### config.mk
export PLATFORM = sky130hd
export DESIGN_NAME = lvfs_status
export DESIGN_NICKNAME = d
export VERILOG_FILES = /design/src/common/lvfs_pkg.sv /design/src/design/lvfs_sync.sv /design/src/design/lvfs_status.sv
export VERILOG_INCLUDE_DIRS = /design/src /design/src/common
export SDC_FILE = /design/constraint.sdc
export NUM_CORES = 1
export LEC_CHECK = 0
export BUFFER_PORTS_ARGS = -buffer_cell sky130_fd_sc_hd__clkbuf_2
export CAP_MARGIN = 20
export CORE_UTILIZATION = 45
export CTS_CLUSTER_SIZE = 12
export DETAILED_ROUTE_END_ITERATION = 8
export PLACE_DENSITY = 0.78
export SLEW_MARGIN = 20
export SYNTH_ARGS = -nofsm -noshare
export SYNTH_HDL_FRONTEND = slang
export SYNTH_SLANG_ARGS = --single-unit
### constraint.sdc
create_clock -name i_clk -period 2.4 [get_ports i_clk]
set_clock_uncertainty 0.2 [all_clocks]
set_input_delay 0.12 -clock i_clk [delete_from_list [all_inputs] [get_ports i_clk]]
set_output_delay 0.12 -clock i_clk [all_outputs]
set_load 0.02 [all_outputs]
### src/common/lvfs_params.svh
/*
 Constants of the low-side fault status register: field positions,
 reset values and timing counts. Assumes inclusion by bare name.
*/
`ifndef LVFS_PARAMS_SVH
`define LVFS_PARAMS_SVH

// ---------------------------------------------------------------
// Field positions
// ---------------------------------------------------------------
`define LVFS_BIT_LOGIC_UV   7
`define LVFS_BIT_CTRL_UV    6
`define LVFS_BIT_DEADTIME   4
`define LVFS_BIT_SERIAL     3
`define LVFS_BIT_CFG_PEND   1
`define LVFS_BIT_FLYBACK    0

// ---------------------------------------------------------------
// Reset values
// ---------------------------------------------------------------
`define LVFS_RST_FULL       8'h02
`define LVFS_RST_FLAG       1'b0
`define LVFS_RST_PEND       1'b1

// ---------------------------------------------------------------
// Timing
// ---------------------------------------------------------------
`define LVFS_SYNC_STAGES    3
`define LVFS_CLK_MHZ        20

`endif

### src/common/lvfs_pkg.sv
/*
 Types of the low-side fault status register.
 Assumes the params header is on the include path.
*/
package lvfs_pkg;
   typedef logic [7:0] lvfs_byte_type;
   typedef enum logic [2:0] {
      LVFS_ST_RESET = 3'h1,
      LVFS_ST_RUN   = 3'h2,
      LVFS_ST_CLEAR = 3'h4
   } lvfs_state_type;
endpackage : lvfs_pkg

### src/design/lvfs_sync.sv
/*
 Three-stage input synchroniser with agreement of stages two and three.
 Assumes the input is asynchronous to i_clk.
*/
`timescale 1ns/1ps
module lvfs_sync #(
   parameter int WIDTH = 1
) (
   // Clock and reset
   input  wire logic             i_clk,
   input  wire logic             i_rst_b,
   // Data
   input  wire logic [WIDTH-1:0] i_async,
   output logic      [WIDTH-1:0] o_sync
);
   logic [WIDTH-1:0] s1_reg;
   logic [WIDTH-1:0] s2_reg;
   logic [WIDTH-1:0] s3_reg;
   logic [WIDTH-1:0] agree;
   logic [WIDTH-1:0] o_sync_next;

   assign agree       = ~(s2_reg ^ s3_reg);
   assign o_sync_next = (agree & s2_reg) | (~agree & o_sync);

   always_ff @(posedge i_clk) begin
      if (!i_rst_b) begin
         s1_reg <= '0;
         s2_reg <= '0;
         s3_reg <= '0;
         o_sync <= '0;
      end else begin
         s1_reg <= i_async;
         s2_reg <= s1_reg;
         s3_reg <= s2_reg;
         o_sync <= o_sync_next;
      end
   end
endmodule : lvfs_sync

### src/design/lvfs_status.sv
/*
 Low-side fault status register of an isolated gate driver.
 Assumes the serial command decoder on i_clk delivers one-cycle event
 pulses, and that supply, deadtime and flyback fault levels come from
 pins asynchronous to i_clk. i_rst_b is the power-on reset.
*/
// Summary of operation
// - Logic-supply undervoltage sets bit 7, latched, forcing the safe state.
// - Control-supply undervoltage shows in bit 6 live, masked during logic undervoltage.
// - Flyback controller held stopped while control-supply undervoltage is present.
// - Deadtime violation sets bit 4, latched, no safe state.
// - Any serial error event sets bit 3, latched.
// - Config-pending bit 1 set by soft reset, power-on, begin-config command.
// - Config-pending cleared only by good end-config after completed procedure.
// - Bit 0 follows flyback fault live, no latch, no safe state.
// - Status clear zeroes latched bits 7,4,3 and keeps config-pending; live bits 6,0 are unaffected.
// - Status clear comes from reset-status command or shutdown-pin reset.
// - Soft-reset command performs a soft reset of the register.
// - Power-on reset loads the full reset values.
// - Present faults override defaults immediately after any status clear or soft reset.
// - Register is read-only; all flags active high.
`timescale 1ns/1ps
`include "lvfs_params.svh"
module lvfs_status (
   // Clock and power-on reset
   input  wire logic               i_clk,
   input  wire logic               i_rst_b,
   // Asynchronous fault levels
   input  wire logic               i_logic_supply_uv,
   input  wire logic               i_ctrl_supply_uv,
   input  wire logic               i_deadtime_violation,
   input  wire logic               i_flyback_fault,
   // Serial decoder events (one-cycle pulses)
   input  wire logic               i_reset_status_command,
   input  wire logic               i_shutdown_pin_reset,
   input  wire logic               i_soft_reset_command,
   input  wire logic               i_begin_configuration_command,
   input  wire logic               i_end_configuration_command,
   input  wire logic               i_config_procedure_ok,
   input  wire logic               i_crc_error,
   input  wire logic               i_clock_count_error,
   input  wire logic               i_command_error,
   input  wire logic               i_procedure_error,
   input  wire logic               i_config_timer_expired,
   input  wire logic               i_address_error,
   // Register read data and controls
   output lvfs_pkg::lvfs_byte_type o_lv_fault_status_three,
   output logic                    o_forced_safe_state,
   output logic                    o_flyback_stop
);
   import lvfs_pkg::*;

   // ---------------------------------------------------------------
   // Synchronised fault levels
   // ---------------------------------------------------------------
   logic [3:0] flt_sync;
   logic       logic_uv;
   logic       ctrl_uv;
   logic       dt_viol;
   logic       fly_flt;

   lvfs_sync #(
      .WIDTH (4)
   ) u_sync (
      .i_clk   (i_clk),
      .i_rst_b (i_rst_b),
      .i_async ({i_logic_supply_uv, i_ctrl_supply_uv,
                 i_deadtime_violation, i_flyback_fault}),
      .o_sync  (flt_sync)
   );

   assign logic_uv = flt_sync[3];
   assign ctrl_uv  = flt_sync[2];
   assign dt_viol  = flt_sync[1];
   assign fly_flt  = flt_sync[0];

   // ---------------------------------------------------------------
   // Event decode
   // ---------------------------------------------------------------
   logic status_clear;
   logic soft_reset;
   logic serial_error;
   logic cfg_set;
   logic cfg_done;

   assign status_clear = i_reset_status_command | i_shutdown_pin_reset;
   assign soft_reset   = i_soft_reset_command;
   assign serial_error = i_crc_error | i_clock_count_error | i_command_error
                       | i_procedure_error | i_config_timer_expired
                       | i_address_error;
   assign cfg_set      = soft_reset | i_begin_configuration_command;
   assign cfg_done     = i_end_configuration_command & i_config_procedure_ok;

   // ---------------------------------------------------------------
   // Flag state
   // ---------------------------------------------------------------
   logic logic_supply_undervoltage_flag_reg;
   logic logic_supply_undervoltage_flag_next;
   logic control_supply_undervoltage_flag_reg;
   logic control_supply_undervoltage_flag_next;
   logic deadtime_violation_flag_reg;
   logic deadtime_violation_flag_next;
   logic serial_error_flag_reg;
   logic serial_error_flag_next;
   logic low_side_config_pending_flag_reg;
   logic low_side_config_pending_flag_next;
   logic isolated_supply_ctrl_fault_bit_reg;
   logic isolated_supply_ctrl_fault_bit_next;
   logic wipe;
   logic safe_next;
   logic stop_next;
   lvfs_byte_type status_next;

   assign wipe = status_clear | soft_reset;

   // Latched flags: a present cause wins over clear
   assign logic_supply_undervoltage_flag_next = logic_uv
          | (logic_supply_undervoltage_flag_reg & ~wipe);
   assign deadtime_violation_flag_next = dt_viol
          | (deadtime_violation_flag_reg & ~wipe);
   assign serial_error_flag_next = serial_error
          | (serial_error_flag_reg & ~wipe);
   // Live flags
   assign control_supply_undervoltage_flag_next = ctrl_uv & ~logic_uv;
   assign isolated_supply_ctrl_fault_bit_next   = fly_flt;
   // Pending: set wins; status clear leaves it alone
   assign low_side_config_pending_flag_next = cfg_set
          | (low_side_config_pending_flag_reg & ~cfg_done);

   assign safe_next = logic_supply_undervoltage_flag_next;
   assign stop_next = ctrl_uv;

   assign status_next = {logic_supply_undervoltage_flag_next,
                         control_supply_undervoltage_flag_next,
                         1'b0,
                         deadtime_violation_flag_next,
                         serial_error_flag_next,
                         1'b0,
                         low_side_config_pending_flag_next,
                         isolated_supply_ctrl_fault_bit_next};

   always_ff @(posedge i_clk) begin
      if (!i_rst_b) begin
         logic_supply_undervoltage_flag_reg   <= `LVFS_RST_FLAG;
         control_supply_undervoltage_flag_reg <= `LVFS_RST_FLAG;
         deadtime_violation_flag_reg          <= `LVFS_RST_FLAG;
         serial_error_flag_reg                <= `LVFS_RST_FLAG;
         low_side_config_pending_flag_reg     <= `LVFS_RST_PEND;
         isolated_supply_ctrl_fault_bit_reg   <= `LVFS_RST_FLAG;
         o_lv_fault_status_three              <= `LVFS_RST_FULL;
         o_forced_safe_state                  <= 1'b0;
         o_flyback_stop                       <= 1'b0;
      end else begin
         logic_supply_undervoltage_flag_reg   <= logic_supply_undervoltage_flag_next;
         control_supply_undervoltage_flag_reg <= control_supply_undervoltage_flag_next;
         deadtime_violation_flag_reg          <= deadtime_violation_flag_next;
         serial_error_flag_reg                <= serial_error_flag_next;
         low_side_config_pending_flag_reg     <= low_side_config_pending_flag_next;
         isolated_supply_ctrl_fault_bit_reg   <= isolated_supply_ctrl_fault_bit_next;
         o_lv_fault_status_three              <= status_next;
         o_forced_safe_state                  <= safe_next;
         o_flyback_stop                       <= stop_next;
      end
   end
endmodule : lvfs_status

Yosys cells after proc, flatten, opt, wreduce, memory -nomap -nowiden --
Cells that the tools add are included.
Word-level totals: bits in latches 0, bits of input ports 18, output and inout port bits 10, logic and storage cells 38, bits in registers 29, memories kept 0, ROM bits 0, memory bits (writable) 0
Cells by class: multipliers 0, add/sub/neg operators 0, muxes and demuxes 0, bitwise gates (word level) 27, reductions and logical operators 0, order comparisons 0, div/mod/pow operators 0, shifts and indexed selects 0, eq/ne operators 0
Operators by type and width (count):
- 1-bit bitwise OR | 12
- 4-bit AND | 2
- 4-bit inverter | 2
- 1-bit AND | 6
- 4-bit bitwise OR | 1
- 4-bit bitwise XOR | 1
- 1-bit inverter | 3

Longest topological paths before layout --
depth after elaboration 6, gate-level depth with buffers 2, gate-level depth less buffers 2

By module --
Synthesis repeated with hierarchy kept, for this count alone.
Second synthesis, totals: cell total of the unflattened synthesis 68, area total of the unflattened synthesis 803.3 sq um
Modules (own cells, without submodules):
- lvfs_sync | instances 1, area each 518.0 sq um, seq. area each 320.3 sq um, cells an instance 42
- lvfs_status | instances 1, area each 285.3 sq um, seq. area each 140.1 sq um, cells an instance 26

Worst setup path after synthesis --
OpenSTA, ideal clock, no wires.
path type flip-flop to flip-flop, start register o_lv_fault_status_three[1] (netlist name), end register o_lv_fault_status_three[1], library setup time 0.142 ns, required time 2.058 ns, clock period less this slack 1.313 ns, buffers on the path 0, stages on the path, launching flop included 3, arrival 0.971 ns, setup slack 1.087 ns, cells stage by stage dfxtp_1 > a21boi_0 > or4b_2
RTL lines:
- to (signal assigned) | line lvfs_status.sv:150 | o_lv_fault_status_three <= `LVFS_RST_FULL;
- to (signal assigned) | line lvfs_status.sv:160 | o_lv_fault_status_three <= status_next;
- to (decl) | line lvfs_status.sv:47 | output lvfs_pkg::lvfs_byte_type o_lv_fault_status_three,

Worst setup path after layout --
start input i_begin_configuration_command, end register o_lv_fault_status_three[1]
Between the ends: word-level cells in the longest chain between the ends 2
Ends and longest elaborated chain:
- from (decl) | line lvfs_status.sv:37 | input wire logic i_begin_configuration_command,
- 1-bit bitwise OR | line lvfs_status.sv:91 | assign cfg_set = soft_reset | i_begin_configuration_command;
- 1-bit bitwise OR | line lvfs_status.sv:128 | | (low_side_config_pending_flag_reg & ~cfg_done);
No other way between the ends. A chain may end at the register's enable or synchronous reset.

==> run_results.csv <==
group,metric,value,unit
status,status,"complete, no violations",
drt,wl_met3,84,um
layout,syn_to_final_growth,32.7,%
drt,top_layer,"met4",
global_route,grt_max_degree,23,
sta,fmax,520,MHz
die,die-area,1840,um2
synthesis,seq_area_frac_synth,61.1,%
placed_design,gp_congestion,0.620,
critical_path,worstPathMaxFanout,1,
sta,setup_viol,0,
sta,slew_violations,0,
clock_network,cts_tree,"done",
job,drv_cap,0,
die,core_area,1540,um2
layout,multiInputGateArea,244,um2
critical_path,critPathLaunchType,"primary input",
drt,wl_met1,512,um
die,die_x,42.9,um
synthesis,syn_area_per_cell,11.1,um2
global_route,grt_usage,14.5,%
global_route,grt_pass1_vias,497,
critical_path,crit_path_end_kind,"flip-flop",
clock_network,clk_latency,310,ps
synthesis,ys_seq_elements,23,
synthesis,ys_warn_count,0,
global_route,antenna_found_initial,0,
power,ir_drop,480,uV
power,total_power,0.000618,W
synthesis,syn_inst,68,
layout,mostFrequentLayoutCells,"clkbuf_2 (25), dfxtp_1 (23), and2_1 (14)",
worst_hold_path,hold_class,"primary input to flip-flop",
sta,hold_violations,0,
clock_network,cts_max_level,1,
drt,detail_route.vias_per_cell,4.71,
clock_network,clk_path_buf_depth,2,
layout,ff_latch_area,460,um2
sta,period_needed,1920,ps
drt,dr.pass1.iters,3,
clock_network,cts_resized,0,
synthesis,synthDistinctLibCells,14,
clock_network,postCtsSetupRepairBufs,0,
die,initial_core_util,48.9,%
placed_design,portBuffers,25,
critical_path,worstPathArrival,1940,ps
drt,ant_nets,0,
synthesis,synth.cell_area,753,um2
global_route,grt_pass1_wl,1.93,mm
power,intPower,0.000482,W
drt,vias,556,
clock_network,hold_buffers,12,
synthesis,yosys-top-cells-area,"dfxtp_1 (61%), and2_1 (12%), buf_4 (6.0%)",
critical_path,cp.required,2410,ps
layout,n_fill_cell,130,
sta,fin_setup_tns,0,ps
critical_path,critical_path_class,"primary input to flip-flop",
drt,drt-initial-drc-count,1,
die,num_rows,14,
power,leakage,0.435,nW
power,p_sw,0.000136,W
synthesis,yosysTopAreaCell,"dfxtp_1",
power,p_seq_share,63.9,%
layout,num_antenna_cells,0,
power,p_per_area,619,nW/um2
power,switching_share,22.0,%
layout,nets,121,
global_route,overflow,0,
power,p_clk_share,28.8,%
layout,layout_commonest_cell,"clkbuf_2",
synthesis,netlist.area_leader.share,61.1,%
sta,worst_hold_slack,25.9,ps
critical_path,rrSetupSlack,500,ps
die,ios,28,
clock_network,cts-root-buf,"clkbuf_4",
sta,period_share,80.1,%
power,p_comb_share,7.4,%
drt,routed-wl-met2,605,um
layout,drive_gt1_share,29.4,%
drt,wl_per_cell,10.3,um
sta,grt_setup_unrepaired,"no",
die,die_h,42.9,um
drt,drt_wl_total,1.22,mm
clock_network,cts.sinks,23,
drt,drc,0,
clock_network,path_clk_slew,120,ps
clock_network,cts_made_buffers,3,
## routing by layer
layer	GRT usage (%)	vias to the layer above
met3	2.98	2
met2	26.1	24
met1	15.0	240
met5	0	-
met4	9.38	0
li1	-	290
## kinds of logic (layout without fill, tap and decap cells)
logic type | after synthesis | in the layout | share of synthesized area (%)
AO/OA/AOI/OAI | 12 | 12 | 11.1
buffers and inverters | 8 | 41 | 6.98
flip-flops | 23 | 23 | 61.1
other | 1 | 2 | 0.498
AND/OR/NAND/NOR | 24 | 24 | 20.3
## critical path: stages
cell           delay [ps]
dlygate4sd3_1         530
clkbuf_2              100
or4b_2                610
dlygate4sd3_1         570
## layout make-up
class | instances | share of cell area (%)
sequential | 23 | 46.1
timing repair buffer | 37 | 24.5
multi-input combinational | 38 | 24.4
clock buffer | 3 | 2.25
tap | 16 | 2.00
clock inverter | 1 | 0.751
## worst paths after layout
check | start | cells after the start | end
min | i_rst_b | 2 | o_lv_fault_status_three[7]
max reg2reg | o_lv_fault_status_three[1] | 3 | o_lv_fault_status_three[1]
max | i_begin_configuration_command | 4 | o_lv_fault_status_three[1]
min reg2reg | u_sync.s1_reg[0] | 1 | u_sync.s2_reg[0]
## synthesized netlist by cell type
| master | number |
|---|---|
| o21a_1 | 2 |
| dfxtp_1 | 23 |
| conb_1 | 1 |
| nor2b_1 | 1 |
| clkbuf_1 | 2 |
| o21ai_0 | 4 |
| or4_1 | 1 |
| o41a_1 | 1 |
| and2_1 | 14 |
| nor4b_1 | 3 |
| or4b_2 | 1 |
| nand2_1 | 4 |
| a21boi_0 | 5 |
| buf_4 | 6 |
## metrics by stage
step,util [%],setup slack [ps],std cells,area [um2]
floorplan,-,1090,69,757
global placement,55.1,1020,102,850
detailed placement,55.1,1000,102,850
CTS,64.9,493,118,1000
global route,64.9,437,118,1000
finish,64.9,477,118,1000
## power by group through the flow
stage | Clock, W | Sequential [W] | Combinational, W
CTS | 0.000184 | 0.000395 | 0.0000450
global route | 0.000199 | 0.000396 | 0.0000500
finish | 0.000178 | 0.000395 | 0.0000455
global placement | 0 | 0.000403 | 0.0000323
floorplan | 0 | 0.000403 | 0.0000205
detailed placement | 0 | 0.000403 | 0.0000330
No activity file was read; power rests on OpenSTA's default activity.
